### config.mk
export PLATFORM = sky130hd
export DESIGN_NAME = rgbc_cfg_bank
export DESIGN_NICKNAME = d
export VERILOG_FILES = /design/src/shared/rgbc_pkg.sv /design/src/rtl/rgbc_mod_sel.sv /design/src/rtl/rgbc_cfg_bank.sv
export SDC_FILE = /design/constraint.sdc
export NUM_CORES = 1
export LEC_CHECK = 0
export BUFFER_PORTS_ARGS = -buffer_cell sky130_fd_sc_hd__buf_2
export CAP_MARGIN = 20
export CORE_ASPECT_RATIO = 0.5
export CORE_MARGIN = 1.5
export CORE_UTILIZATION = 45
export CTS_BUF_LIST = sky130_fd_sc_hd__clkbuf_4
export DETAILED_ROUTE_END_ITERATION = 12
export HOLD_SLACK_MARGIN = 0.05
export PLACE_DENSITY = 0.71
export SLEW_MARGIN = 25
export SYNTH_ARGS = -nofsm -noshare
export SYNTH_HDL_FRONTEND = slang
export SYNTH_SLANG_ARGS = --single-unit
### constraint.sdc
create_clock -name CLK -period 5 [get_ports CLK]
set_clock_uncertainty 0.2 [all_clocks]
set_input_delay 1 -clock CLK [delete_from_list [all_inputs] [get_ports CLK]]
set_output_delay 1 -clock CLK [all_outputs]
set_load 0.02 [all_outputs]
### src/shared/rgbc_pkg.sv
// Register map, field layout and reset values of the LED configuration bank
`default_nettype none

package rgbc_pkg;

  typedef logic [7:0] rgbc_byte_t;

  // Register offsets
  localparam rgbc_byte_t OFF_GLOBAL_OPTIONS      = 8'h01;
  localparam rgbc_byte_t OFF_MODULE_GROUP_SELECT = 8'h02;
  localparam rgbc_byte_t OFF_GROUP_INTENSITY     = 8'h03;
  localparam rgbc_byte_t OFF_GROUP_FIRST_COLOR   = 8'h04;
  localparam rgbc_byte_t OFF_GROUP_SECOND_COLOR  = 8'h05;
  localparam rgbc_byte_t OFF_GROUP_THIRD_COLOR   = 8'h06;
  localparam rgbc_byte_t OFF_MODULE0_INTENSITY   = 8'h07;

  // Global options field positions
  localparam int BIT_LOG_SCALE    = 5;
  localparam int BIT_POWER_SAVE   = 4;
  localparam int BIT_AUTO_INCR    = 3;
  localparam int BIT_DITHER       = 2;
  localparam int BIT_HIGH_CURRENT = 1;
  localparam int BIT_SHUTDOWN     = 0;

  // Writable bits of global options; bits 7 to 6 are reserved
  localparam rgbc_byte_t OPT_WRITE_MASK = 8'h3F;

  // Values after reset
  localparam rgbc_byte_t RST_GLOBAL_OPTIONS      = 8'h3C;
  localparam rgbc_byte_t RST_MODULE_GROUP_SELECT = 8'h00;
  localparam rgbc_byte_t RST_GROUP_INTENSITY     = 8'hFF;
  localparam rgbc_byte_t RST_GROUP_COLOR         = 8'h00;
  localparam rgbc_byte_t RST_MODULE_INTENSITY    = 8'hFF;
  localparam rgbc_byte_t RST_MODULE_COLOR        = 8'h00;
  localparam rgbc_byte_t RST_READ_DATA           = 8'h00;

  // Colors per RGB module
  localparam int COLORS_PER_MODULE = 3;

endpackage

`default_nettype wire

### src/rtl/rgbc_mod_sel.sv
// Per-module source selection between group and independent control
`timescale 1ns/100ps
`default_nettype none

module rgbc_mod_sel
(
  input  wire logic                         clk,
  input  wire logic                         nrst,
  input  wire logic                         group_en,
  input  wire logic                         shutdown,
  input  wire logic [2:0][7:0]              grp_color,
  input  wire logic [7:0]                   grp_int,
  input  wire logic [2:0][7:0]              own_color,
  input  wire logic [7:0]                   own_int,
  output logic      [2:0][7:0]              color_q,
  output logic      [7:0]                   int_q
);

  logic [2:0][7:0] color_d;
  logic [7:0]      int_d;

  // Grouped module takes group values and ignores its own
  assign int_d   = group_en ? grp_int : own_int;
  // Shutdown blanks every color regardless of source
  assign color_d = shutdown ? '0 :
                   (group_en ? grp_color : own_color);

  always_ff @(posedge clk or negedge nrst)
  begin
    if (!nrst)
    begin
      color_q <= {rgbc_pkg::COLORS_PER_MODULE{rgbc_pkg::RST_MODULE_COLOR}};
      int_q   <= rgbc_pkg::RST_MODULE_INTENSITY;
    end
    else
    begin
      color_q <= color_d;
      int_q   <= int_d;
    end
  end

endmodule

`default_nettype wire

### src/rtl/rgbc_cfg_bank.sv
// Configuration and group-control register bank of the RGB LED driver
//
// Contract
// - Options bit 5 set picks log dimming, clear picks linear, reset set.
// - Options bit 4 enables automatic power saving when set, reset set.
// - Options bit 3 enables register-address auto-increment, reset set.
// - Options bit 2 enables PWM dithering when set, reset set.
// - Options bit 1 set gives the 35 mA ceiling, clear gives 25.5 mA.
// - Options bit 0 forces all LED outputs off when set, reset clear.
// - Group-select bit n puts module n in group control, all reset clear.
// - Group intensity scales grouped brightness linearly, reset FFh.
// - Three group color registers hold mixing percentages, each reset zero.
// - Each module intensity register scales that module, each reset FFh; a grouped module takes group intensity and ignores its own.
`timescale 1ns/100ps
`default_nettype none

module rgbc_cfg_bank
#(
  parameter int NUM_MOD = 8
)
(
  input  wire logic                         CLK,
  input  wire logic                         NRST,
  input  wire logic [7:0]                   REG_ADDR,
  input  wire logic                         REG_WR,
  input  wire logic [7:0]                   REG_WDATA,
  output logic      [7:0]                   REG_RDATA,
  input  wire logic [NUM_MOD*3-1:0][7:0]    OWN_COLOR,
  output logic      [NUM_MOD*3-1:0][7:0]    MOD_COLOR,
  output logic      [NUM_MOD-1:0][7:0]      MOD_INTENSITY,
  output logic      [NUM_MOD-1:0]           GROUP_SELECT,
  output logic                              LOG_SCALE,
  output logic                              POWER_SAVE,
  output logic                              AUTO_INCR,
  output logic                              DITHER,
  output logic                              HIGH_CURRENT,
  output logic                              SHUTDOWN
);

  localparam logic [7:0] NUM_MOD_B = 8'(NUM_MOD);

  logic [7:0]              opt_q;
  logic [7:0]              grp_sel_q;
  logic [7:0]              grp_int_q;
  logic [7:0]              grp_first_q;
  logic [7:0]              grp_second_q;
  logic [7:0]              grp_third_q;
  logic [NUM_MOD-1:0][7:0] mod_int_q;
  logic [7:0]              rdata_q;
  logic [7:0]              rdata_d;
  logic [2:0][7:0]         grp_color;

  // Module intensity window decode, shared by write and read paths
  function automatic logic mod_hit(input logic [7:0] a);
    mod_hit = (a >= rgbc_pkg::OFF_MODULE0_INTENSITY) &&
              (a <  rgbc_pkg::OFF_MODULE0_INTENSITY + NUM_MOD_B);
  endfunction

  function automatic logic [7:0] mod_idx(input logic [7:0] a);
    mod_idx = a - rgbc_pkg::OFF_MODULE0_INTENSITY;
  endfunction

  wire        wr_opt    = REG_WR &&
                          (REG_ADDR == rgbc_pkg::OFF_GLOBAL_OPTIONS);
  wire        wr_sel    = REG_WR &&
                          (REG_ADDR == rgbc_pkg::OFF_MODULE_GROUP_SELECT);
  wire        wr_gint   = REG_WR &&
                          (REG_ADDR == rgbc_pkg::OFF_GROUP_INTENSITY);
  wire        wr_first  = REG_WR &&
                          (REG_ADDR == rgbc_pkg::OFF_GROUP_FIRST_COLOR);
  wire        wr_second = REG_WR &&
                          (REG_ADDR == rgbc_pkg::OFF_GROUP_SECOND_COLOR);
  wire        wr_third  = REG_WR &&
                          (REG_ADDR == rgbc_pkg::OFF_GROUP_THIRD_COLOR);
  wire        wr_mod    = REG_WR && mod_hit(REG_ADDR);
  wire [7:0]  wr_idx    = mod_idx(REG_ADDR);

  // Reserved option bits are dropped on write
  wire [7:0]  opt_d     = REG_WDATA & rgbc_pkg::OPT_WRITE_MASK;

  // Read mux; unmapped offsets read zero
  always_comb
  begin
    rdata_d = 8'h00;
    if (REG_ADDR == rgbc_pkg::OFF_GLOBAL_OPTIONS)
      rdata_d = opt_q;
    else if (REG_ADDR == rgbc_pkg::OFF_MODULE_GROUP_SELECT)
      rdata_d = grp_sel_q;
    else if (REG_ADDR == rgbc_pkg::OFF_GROUP_INTENSITY)
      rdata_d = grp_int_q;
    else if (REG_ADDR == rgbc_pkg::OFF_GROUP_FIRST_COLOR)
      rdata_d = grp_first_q;
    else if (REG_ADDR == rgbc_pkg::OFF_GROUP_SECOND_COLOR)
      rdata_d = grp_second_q;
    else if (REG_ADDR == rgbc_pkg::OFF_GROUP_THIRD_COLOR)
      rdata_d = grp_third_q;
    else if (mod_hit(REG_ADDR))
      rdata_d = mod_int_q[wr_idx[$clog2(NUM_MOD)-1:0]];
  end

  always_ff @(posedge CLK or negedge NRST)
  begin
    if (!NRST)
      opt_q <= rgbc_pkg::RST_GLOBAL_OPTIONS;
    else if (wr_opt)
      opt_q <= opt_d;
  end

  always_ff @(posedge CLK or negedge NRST)
  begin
    if (!NRST)
      grp_sel_q <= rgbc_pkg::RST_MODULE_GROUP_SELECT;
    else if (wr_sel)
      grp_sel_q <= REG_WDATA;
  end

  always_ff @(posedge CLK or negedge NRST)
  begin
    if (!NRST)
    begin
      grp_int_q    <= rgbc_pkg::RST_GROUP_INTENSITY;
      grp_first_q  <= rgbc_pkg::RST_GROUP_COLOR;
      grp_second_q <= rgbc_pkg::RST_GROUP_COLOR;
      grp_third_q  <= rgbc_pkg::RST_GROUP_COLOR;
    end
    else
    begin
      if (wr_gint)
        grp_int_q <= REG_WDATA;
      if (wr_first)
        grp_first_q <= REG_WDATA;
      if (wr_second)
        grp_second_q <= REG_WDATA;
      if (wr_third)
        grp_third_q <= REG_WDATA;
    end
  end

  always_ff @(posedge CLK or negedge NRST)
  begin
    if (!NRST)
      mod_int_q <= {NUM_MOD{rgbc_pkg::RST_MODULE_INTENSITY}};
    else if (wr_mod)
      mod_int_q[wr_idx[$clog2(NUM_MOD)-1:0]] <= REG_WDATA;
  end

  // Read data lags the address by one clock
  always_ff @(posedge CLK or negedge NRST)
  begin
    if (!NRST)
      rdata_q <= rgbc_pkg::RST_READ_DATA;
    else
      rdata_q <= rdata_d;
  end

  assign REG_RDATA    = rdata_q;
  assign LOG_SCALE    = opt_q[rgbc_pkg::BIT_LOG_SCALE];
  assign POWER_SAVE   = opt_q[rgbc_pkg::BIT_POWER_SAVE];
  assign AUTO_INCR    = opt_q[rgbc_pkg::BIT_AUTO_INCR];
  assign DITHER       = opt_q[rgbc_pkg::BIT_DITHER];
  assign HIGH_CURRENT = opt_q[rgbc_pkg::BIT_HIGH_CURRENT];
  assign SHUTDOWN     = opt_q[rgbc_pkg::BIT_SHUTDOWN];
  assign GROUP_SELECT = grp_sel_q[NUM_MOD-1:0];
  assign grp_color    = {grp_third_q, grp_second_q, grp_first_q};

  // Selection is registered so every module output leaves a flop
  genvar m;
  generate
    for (m = 0; m < NUM_MOD; m++)
    begin : g_mod
      rgbc_mod_sel i_rgbc_mod_sel
      (
        .clk       (CLK),
        .nrst      (NRST),
        .group_en  (grp_sel_q[m]),
        .shutdown  (opt_q[rgbc_pkg::BIT_SHUTDOWN]),
        .grp_color (grp_color),
        .grp_int   (grp_int_q),
        .own_color (OWN_COLOR[m*3 +: 3]),
        .own_int   (mod_int_q[m]),
        .color_q   (MOD_COLOR[m*3 +: 3]),
        .int_q     (MOD_INTENSITY[m])
      );
    end
  endgenerate
endmodule

`default_nettype wire

==> results.cfg, run 1 <==
[setup_path]
crit_required_ns = 3.80
start_kind = flip-flop
rr_endpoint = REG_RDATA[0]
cp-end-kind = output pin
arrival_ns = 2.02
worstPathMaxFanout = 35
ff2ff_setup_slack_ns = 2.76
reg2reg_depth = 4
critical_path_class = flip-flop to output pin
timing.rr.start = opt_q[0]

[timing]
rsz0062_at_grt = false
finalSetupViolCount = 0
finalSetupTns_ns = 0
tightest_slew_ns = 0.934
fin_crit_sh_pct = 64.4
slew_viol_final = 0
finalHoldViolCount = 0
fmax_ghz = 0.310
slew_headroom_pct = 37.7
layout_min_cycle_time_ns = 3.22

[route]
wire_per_inst_um = 23.9
firstDrtPassIters = 8
drt_iter0_drc = 1029
vias = 11800
antenna_left = 0
routed_wl_um = 53800
drc_errors = 0
via_per_inst = 5.24

[clock_tree]
cts_tree = done
clk_pin_slew_ns = 0.07
htreeDepth = 3
cts_sinks = 374
holdBufCountCts = 0
cts_setup_buffers = 0
cts-resized-gates = 0
clockBufferDepth = 3
cts_buffers = 87
cts-root-buf = clkbuf_4
worstSkewPairLatency_ns = 0.78

[logic_synthesis]
synth_edf_count = 0
yosys.area.top_type_share_pct = 36.2
synthesis.area_sq_um = 16200
synthTopCellsByCount = dfrtp_1 (234), mux2i_1 (215), nor2_1 (200)
synthTopCellsByArea = dfrtp_1 (36%), dfstp_2 (23%), mux2i_1 (13%)
synth_ff_type = dfrtp_1
postSynthAreaPerCell_sq_um = 13.1
ys_seq_area_share_pct = 58.9
ys_ff_latch = 374
ys.warnings.count = 0
synthCells = 1236
ys_async_sr_fraction_pct = 100
synth_nets = 1451
synth.most_common_cell = dfrtp_1
yosysUniqueCellTypes = 53
synth.largest_area_cell = dfrtp_1

[placement]
dp_hpwl_um = 36400
numPortBuffers = 488
place_congestion = 0.923

[final_layout]
nets = 1923
drive_gt1_share_pct = 56.7
synthToLayoutAreaGrowth_pct = 23.7
final_util_pct = 57.3

[global_route]
grt-ovfl-total = 0
grt_pass1_wl_um = 77500
antenna_found_initial = 5
grt_max_degree = 108
grt_pass1_vias = 12200
grtUsageTotal_pct = 28.4

[pwr]
seqPwrFrac_pct = 49.6
power.density_nw_per_um2 = 337
internal-power_mw = 4.84
max-vdd-ir-drop_mv = 0.142
p_clk_share_pct = 37.0
power.switching_mw = 1.92
comb_power_share_pct = 13.3
switching_share_pct = 28.4
p_leak_nw = 9.39

[floorplan]
core_area_sq_um = 35000
die_h_um = 137
die_x_um = 271
initial_core_util_pct = 46.3
rows = 48
die_area_sq_um = 37200
pin_count = 489

[min_path]
min_path_type = input pin to async pin

[run_status]
outcome = finished clean

[job]
drv_cap = 0
## placed cells by master (no fill, tap or decap), drive strengths merged, types with 8 or more instances in the layout
| cell | netlist | final |
|---|---|---|
| clkbuf | 69 | 133 |
| dfrtp | 234 | 234 |
| dfstp | 140 | 140 |
| buf | 55 | 507 |
| mux2 | 174 | 174 |
| nand4 | 8 | 8 |
| nand3 | 13 | 13 |
| nor2 | 205 | 205 |
| a31o | 8 | 8 |
| a211oi | 9 | 9 |
| nand2b | 14 | 14 |
| o21ai | 10 | 10 |
| mux4 | 11 | 11 |
| mux2i | 215 | 215 |
| clkinv | 0 | 15 |
## registers in the layout (all words and copies together), names as in the netlist
signal and flops:
GROUP_SELECT 8, grp_int_q 8, opt_q 6, g_mod.i_rgbc_mod_sel.int_q 64, REG_RDATA 8, grp_second_q 8, mod_int_q 64, g_mod.i_rgbc_mod_sel.color_q 192
grp_first_q 8, grp_third_q 8
## cells by family (layout without fill, tap and decap cells)
logic type               Yosys count  in the layout  synth area share, %
buffers and inverters            128            665                 3.34
other                              0              5                    0
flip-flops                       374            374                 58.9
XOR/XNOR                           1              1                0.100
AO/OA/AOI/OAI                     54             54                 2.37
multiplexers                     400            400                 26.9
AND/OR/NAND/NOR                  275            275                 8.05
adder cells (fa/ha/maj)            4              4                0.309
## through the flow
stage / cells / power (mW) / instance area (sq um) / hold slack, ns / setup slack (ns)
4_1_cts: 2248 / 6.81 / 20000 / 0.113 / 1.75
5_1_grt: 2251 / 7.05 / 20000 / 0.162 / 1.69
3_3_place_gp: 2094 / 4.29 / 18900 / 0.347 / 1.17
2_1_floorplan: 1236 / 3.88 / 16200 / 0.405 / 1.77
3_5_place_dp: 2094 / 4.30 / 18900 / 0.365 / 1.08
6_report: 2253 / 6.76 / 20000 / 0.154 / 1.78
## worst max-delay path, cell delays in order, from the launching register on
cell	delay (ns)
dfrtp_2	0.34
buf_4	0.62
buf_2	0.29
## power by group through the flow
stage	clock, mW	sequential, mW	combinational (mW)
2_1_floorplan	0	3.48	0.400
3_3_place_gp	0	3.40	0.886
3_5_place_dp	0	3.41	0.898
4_1_cts	2.56	3.35	0.902
5_1_grt	2.72	3.37	0.963
6_report	2.50	3.35	0.900
## layer usage
layer | routed length (um) | GRT usage [%]
met5 | 9 | 0
met4 | 1650 | 11.6
met3 | 3760 | 7.56
met2 | 26200 | 46.1
met1 | 22200 | 36.4
## worst max path at each step
| stage | startpoint | end | cells past startpoint |
|---|---|---|---|
| 6_report | GROUP_SELECT[4] | GROUP_SELECT[4] | 2 |
| 5_1_grt | REG_ADDR[0] | mod_int_q[54] | 7 |
| 4_1_cts | GROUP_SELECT[4] | GROUP_SELECT[4] | 2 |
| 3_5_place_dp | REG_ADDR[0] | mod_int_q[54] | 7 |
| 3_3_place_gp | REG_ADDR[0] | mod_int_q[52] | 7 |
| 2_1_floorplan | REG_ADDR[0] | mod_int_q[48] | 8 |
## final cells by class
| type | count | area, sq um |
|---|---|---|
| Clock buffer | 133 | 998 |
| Antenna cell | 5 | 12.5 |
| Multi-Input combinational cell | 734 | 6120 |
| Tap cell | 475 | 594 |
| Inverter | 4 | 15.0 |
| Timing Repair Buffer | 507 | 2630 |
| Fill cell | 2947 | 14900 |
| Sequential cell | 374 | 9550 |
| Clock inverter | 21 | 116 |
No activity file was read; power rests on OpenSTA's default activity.
==> run 2: changes to the inputs <==
==> constraint.sdc (replaced) <==
create_clock -name CLK -period 3.21 [get_ports CLK]
set_clock_uncertainty 0.2 [all_clocks]
set_input_delay 0.642 -clock CLK [delete_from_list [all_inputs] [get_ports CLK]]
set_output_delay 0.642 -clock CLK [all_outputs]
set_load 0.02 [all_outputs]
==> run 2 against run 1 <==
Net effect: core utilization up 6.1 points; flip-flop and latch count did not move; non-clock buffer count rose by 210; final cell count is 9.3% higher; critical path depth is 1 lower; clock-buffer cell count is 3 higher; total power grew 60%; clock power is 59% higher; largest cell class unchanged.
==> results.cfg, run 2 (synthesized netlist as in run 1, its figures left out) <==
[route]
antenna_left = 0
firstDrtPassIters = 5
wire_per_inst_um = 23.2
routed_wl_um = 57100
vias = 13000
via_per_inst = 5.27
drt_iter0_drc = 904
drc_errors = 0

[setup_path]
start_kind = flip-flop
cpMaxStageDelayCell = dfrtp_2
arrival_ns = 1.97
cp-end-kind = output pin
cp_cell_sequence = buf_2
cp_num_buf_inv = 1
path_depth = 1
worstPathMaxFanout = 24
ff2ff_setup_slack_ns = 1.22
critical_path_class = flip-flop to output pin
crit_required_ns = 2.37
reg2reg_depth = 4
crit_family = flip-flops
slowest_delay_ns = 0.93

[timing]
slew_viol_final = 0
slew_headroom_pct = 42.9
finalSetupTns_ns = 0
finalSetupViolCount = 0
finalHoldViolCount = 0
fin_crit_sh_pct = 87.6
fmax_ghz = 0.355
rsz0062_at_grt = false
layout_min_cycle_time_ns = 2.81
tightest_slew_ns = 0.857

[global_route]
grtUsageTotal_pct = 30.1
met3_usage_pct = 6.86
use_met2_pct = 50.2
grt_use_met1_pct = 37.7
antenna_found_initial = 4
grt_pass1_vias = 13800
grt_max_degree = 102
grt-busiest-layer = met2
grt-ovfl-total = 0
grt_pass1_wl_um = 83600

[min_path]
min_path_type = input pin to flip-flop
holdPathStages = 2

[clock_tree]
clk_pin_slew_ns = 0.07
htreeDepth = 3
cts_buffers = 86
cts-root-buf = clkbuf_4
worstSkewPairLatency_ns = 0.77
cts_tree = done
cts_sinks = 374
clockBufferDepth = 3
cts_setup_buffers = 0

[pwr]
power_mw = 10.8
power.density_nw_per_um2 = 489
p_leak_nw = 10.3
max-vdd-ir-drop_mv = 0.229

[placement]
numPortBuffers = 488
place_congestion = 0.911
dp_hpwl_um = 37400

[floorplan]
core_area_sq_um = 35000
initial_core_util_pct = 46.3
die_area_sq_um = 37200
die_h_um = 137
pin_count = 489
rows = 48
die_x_um = 271

[final_layout]
nFillCells = 2691
regArea_sq_um = 9550
synthToLayoutAreaGrowth_pct = 36.8
final_cell_mix = buf_2 (487), dfrtp_1 (225), mux2i_1 (215)
final_common_cell = buf_2
reg_top3 = g_mod.i_rgbc_mod_sel.color_q: 192 flops, g_mod.i_rgbc_mod_sel.int_q: 64 flops, mod_int_q: 64 flops
multiInputGateArea_sq_um = 6120
top_register = g_mod.i_rgbc_mod_sel.color_q
largest_register_ffs = 192
nets = 2132
drive_gt1_share_pct = 51.6

[job]
drv_cap = 0

[run_status]
outcome = finished clean
## run 2: changes by cell type in the layout (fill, tap and decap cells not counted), sizes merged
cell / change
dlygate4sd3: +193
diode: -3
clkinv: +3
buf: +17
inv: -2
clkbuf: +3
clkinvlp: -1
## run 2: repair_timing
| action | in CTS | in global routing |
|---|---|---|
| hold buffers | 193 | 0 |
| setup endpoints to repair | 0 | 0 |
| resized for setup | 0 | 0 |
| endpoints found under the hold margin | 311 | 0 |
## run 2: cell type report
type / count / share of cell area [%]
Sequential cell: 374 / 43.1
Clock inverter: 21 / 0.520
Clock buffer: 136 / 4.61
Antenna cell: 2 / 0.0226
Tap cell: 475 / 2.68
Multi-Input combinational cell: 734 / 27.6
Timing Repair Buffer: 717 / 21.4
Inverter: 4 / 0.0678
## run 2: final timing paths
check	end	startpoint
max	GROUP_SELECT[2]	GROUP_SELECT[2]
min	grp_int_q[1]	REG_WDATA[1]
max reg2reg	REG_RDATA[3]	GROUP_SELECT[3]
min reg2reg	opt_q[1]	opt_q[1]
max in group asynchronous	g_mod[3].i_rgbc_mod_sel.color_q[21]	NRST
min in group asynchronous	opt_q[1]	NRST
## run 2: power by group
part	internal [mW]	switching, mW
registers	5.03	0.237
clock network	2.01	1.96
logic	0.706	0.889
total	7.74	3.09
## run 2: per-layer routing
| metal | vias up | routed length [um] |
|---|---|---|
| li1 | 5654 | - |
| met4 | 2 | 2150 |
| met1 | 6551 | 23100 |
| met5 | - | 14 |
| met2 | 583 | 28400 |
| met3 | 179 | 3420 |
## run 2: metrics by stage
stage          cell area, sq um  instances  utilization, %  hold WS (ns)  setup slack (ns)
2_1_floorplan             16200       1236               -         0.146             0.342
3_3_place_gp              19100       2111            54.6         0.335             0.335
3_5_place_dp              19100       2111            54.6         0.339             0.298
4_1_cts                   22200       2461            63.4        0.0941             0.343
5_1_grt                   22200       2463            63.4         0.129             0.334
6_report                  22200       2463            63.4         0.171             0.396
==> run 3: changes to the inputs <==
--- a/config.mk
+++ b/config.mk
@@ -6,15 +6,15 @@
 export NUM_CORES = 1
 export LEC_CHECK = 0
 export BUFFER_PORTS_ARGS = -buffer_cell sky130_fd_sc_hd__buf_2
-export CAP_MARGIN = 20
 export CORE_ASPECT_RATIO = 0.5
 export CORE_MARGIN = 1.5
 export CORE_UTILIZATION = 45
 export CTS_BUF_LIST = sky130_fd_sc_hd__clkbuf_4
 export DETAILED_ROUTE_END_ITERATION = 12
 export HOLD_SLACK_MARGIN = 0.05
-export PLACE_DENSITY = 0.71
+export PLACE_DENSITY = 0.74
 export SLEW_MARGIN = 25
 export SYNTH_ARGS = -nofsm -noshare
 export SYNTH_HDL_FRONTEND = slang
+export SYNTH_HIERARCHICAL = 1
 export SYNTH_SLANG_ARGS = --single-unit
==> constraint.sdc (replaced) <==
create_clock -name CLK -period 2.4 [get_ports CLK]
set_clock_uncertainty 0.2 [all_clocks]
set_input_delay 0.48 -clock CLK [delete_from_list [all_inputs] [get_ports CLK]]
set_output_delay 0.48 -clock CLK [all_outputs]
set_load 0.02 [all_outputs]
==> run 3 against run 2 <==
Net effect: worst setup slack lost 0.27 ns; synthesized cell count decreased by 2.3%; flip-flop and latch count did not move; critical path depth unchanged; highest routed layer is now met4.
==> results.cfg, run 3 <==
[timing]
finalSetupTns_ns = 0
finalHoldViolCount = 0
layout_min_cycle_time_ns = 2.28
slew_viol_final = 0
timing.hold.ws_ns = 0.147
tightest_slew_ns = 0.696
finalSetupViolCount = 0
rsz0062_at_grt = false
fin_crit_sh_pct = 94.9
slew_headroom_pct = 53.6
fmax_ghz = 0.439

[global_route]
grtUsageTotal_pct = 31.3
grt_max_degree = 76
grt-ovfl-total = 0
antenna_found_initial = 4
grt_pass1_wl_um = 88700
grt_pass1_vias = 14400

[setup_path]
cp_num_buf_inv = 1
path_depth = 1
reg2reg_depth = 5
slowest_delay_ns = 0.60
crit_required_ns = 1.72
timing.rr.start = grp_third_q[5]
start_kind = flip-flop
ff2ff_setup_slack_ns = 0.39
worstPathMaxFanout = 12
cp_cell_sequence = buf_2
arrival_ns = 1.60
rr_endpoint = REG_RDATA[5]
cpMaxStageDelayCell = dfrtp_4
crit_start = GROUP_SELECT[3]
cp-endpoint = GROUP_SELECT[3]
critical_path_class = flip-flop to output pin
crit_family = flip-flops
cp-end-kind = output pin

[route]
routed_wl_um = 59700
firstDrtPassIters = 8
antenna_left = 0
wire_per_inst_um = 23.2
via_per_inst = 5.30
drc_errors = 0
vias = 13600
drt_iter0_drc = 1320

[placement]
dp.cells = 2207
dp_hpwl_um = 39300
placed_area_sq_um = 19900
numPortBuffers = 488
place_congestion = 0.950

[final_layout]
finish.instance_area_sq_um = 23100
final_cell_mix = buf_2 (487), dfrtp_1 (225), nor2_1 (205)
drive_gt1_share_pct = 52.0
synthToLayoutAreaGrowth_pct = 40.0
nets = 2230
final_common_cell = buf_2
reg_top3 = g_mod.i_rgbc_mod_sel/color_q: 192 flops, g_mod.i_rgbc_mod_sel/int_q: 64 flops, mod_int_q: 64 flops
stdcell_count = 2566
largest_register_ffs = 192
nFillCells = 2688
top_register = g_mod.i_rgbc_mod_sel/color_q

[floorplan]
initial_core_util_pct = 45.8
rows = 49
die_h_um = 138
die_x_um = 274
die_area_sq_um = 37800
pin_count = 489
core_area_sq_um = 36000

[logic_synthesis]
postSynthAreaPerCell_sq_um = 13.6
ys.warnings.count = 6
yosys.area.top_type_share_pct = 35.5
synth.largest_area_cell = dfrtp_1
synth_ff_type = dfrtp_1
synth_nets = 1423
synth_edf_count = 0
yosysUniqueCellTypes = 64
ys_async_sr_fraction_pct = 100
synthTopCellsByArea = dfrtp_1 (36%), dfstp_2 (22%), mux2i_1 (12%)
ys_ff_latch = 374
synthesis.area_sq_um = 16500
synthTopCellsByCount = dfrtp_1 (234), nor2_1 (205), mux2i_1 (199)
synthCells = 1208
ys_seq_area_share_pct = 57.9
synth.most_common_cell = dfrtp_1

[pwr]
internal-power_mw = 10.5
p_clk_share_pct = 36.4
switching_share_pct = 28.5
power.switching_mw = 4.20
seqPwrFrac_pct = 47.6
max-vdd-ir-drop_mv = 0.421
power.density_nw_per_um2 = 639
p_leak_nw = 10.7
comb_power_share_pct = 16.0
power_mw = 14.7

[job]
drv_cap = 0

[clock_tree]
cts_buffers = 87
cts_sinks = 374
clockBufferDepth = 3
cts-root-buf = clkbuf_4
clk_pin_slew_ns = 0.09
cts_tree = done
htreeDepth = 3
worstSkewPairLatency_ns = 0.78

[min_path]
min_path_type = input pin to flip-flop
holdPathStages = 5

[run_status]
outcome = finished clean
==> run 3: logic make-up after synthesis <==
logic type      synth area share (%)
xor+xnor                       0.266
buf+inv                         4.28
simple gates                    7.66
flops                           57.9
compound gates                  3.46
fa+ha+maj                      0.304
mux                             26.2
==> run 3: metal layers <==
layer / vias up / global-route usage (%) / routed length [um]
li1: 5876 / - / -
met5: - / 0 / 0
met3: 142 / 6.34 / 4490
met4: 0 / 11.3 / 1740
met2: 724 / 51.6 / 29200
met1: 6853 / 40.9 / 24200
==> run 3: metrics by stage <==
step / util (%) / worst slack, ns
2_1_floorplan: - / -0.0515
3_3_place_gp: 55.3 / -0.121
3_5_place_dp: 55.3 / -0.159
4_1_cts: 64.0 / 0.0485
5_1_grt: 64.1 / 0.0603
6_report: 64.1 / 0.122
==> run 3: worst min path at each step <==
stage,startpoint,end,slack [ns]
CTS,REG_ADDR[7],REG_RDATA[6],0.07
floorplan,NRST,GROUP_SELECT[0],-0.02
global route,REG_ADDR[7],REG_RDATA[6],0.18
finish,REG_ADDR[7],REG_RDATA[6],0.15
detailed placement,NRST,g_mod[4].i_rgbc_mod_sel/color_q[18],0.23
global placement,NRST,g_mod[5].i_rgbc_mod_sel/color_q[15],0.23
==> run 3: final cells by class <==
class	instances	area (sq um)	area share, %
multi-input combinational	750	6270	27.2
tap	484	606	2.63
sequential	374	9550	41.4
clock inverter	17	118	0.510
antenna	5	12.5	0.0543
clock buffer	134	1010	4.36
timing repair buffer	796	5470	23.7
inverter	6	22.5	0.0977
==> run 3: power by group through the flow <==
| stage | combinational (mW) | clock, mW | sequential (mW) |
|---|---|---|---|
| after floorplan | 0.859 | 0 | 7.33 |
| after global placement | 2.00 | 0 | 7.11 |
| after detailed placement | 2.03 | 0 | 7.12 |
| after CTS | 2.32 | 5.40 | 7.00 |
| after global routing | 2.49 | 5.75 | 7.04 |
| final | 2.35 | 5.37 | 7.01 |
==> run 3: repair_timing <==
item | CTS | global route
hold buffers | 202 | 0
buffers inserted | 1 | 0
endpoints found under the setup margin | 2 | 0
endpoints found under the hold margin | 660 | 0
resized for setup | 2 | 0
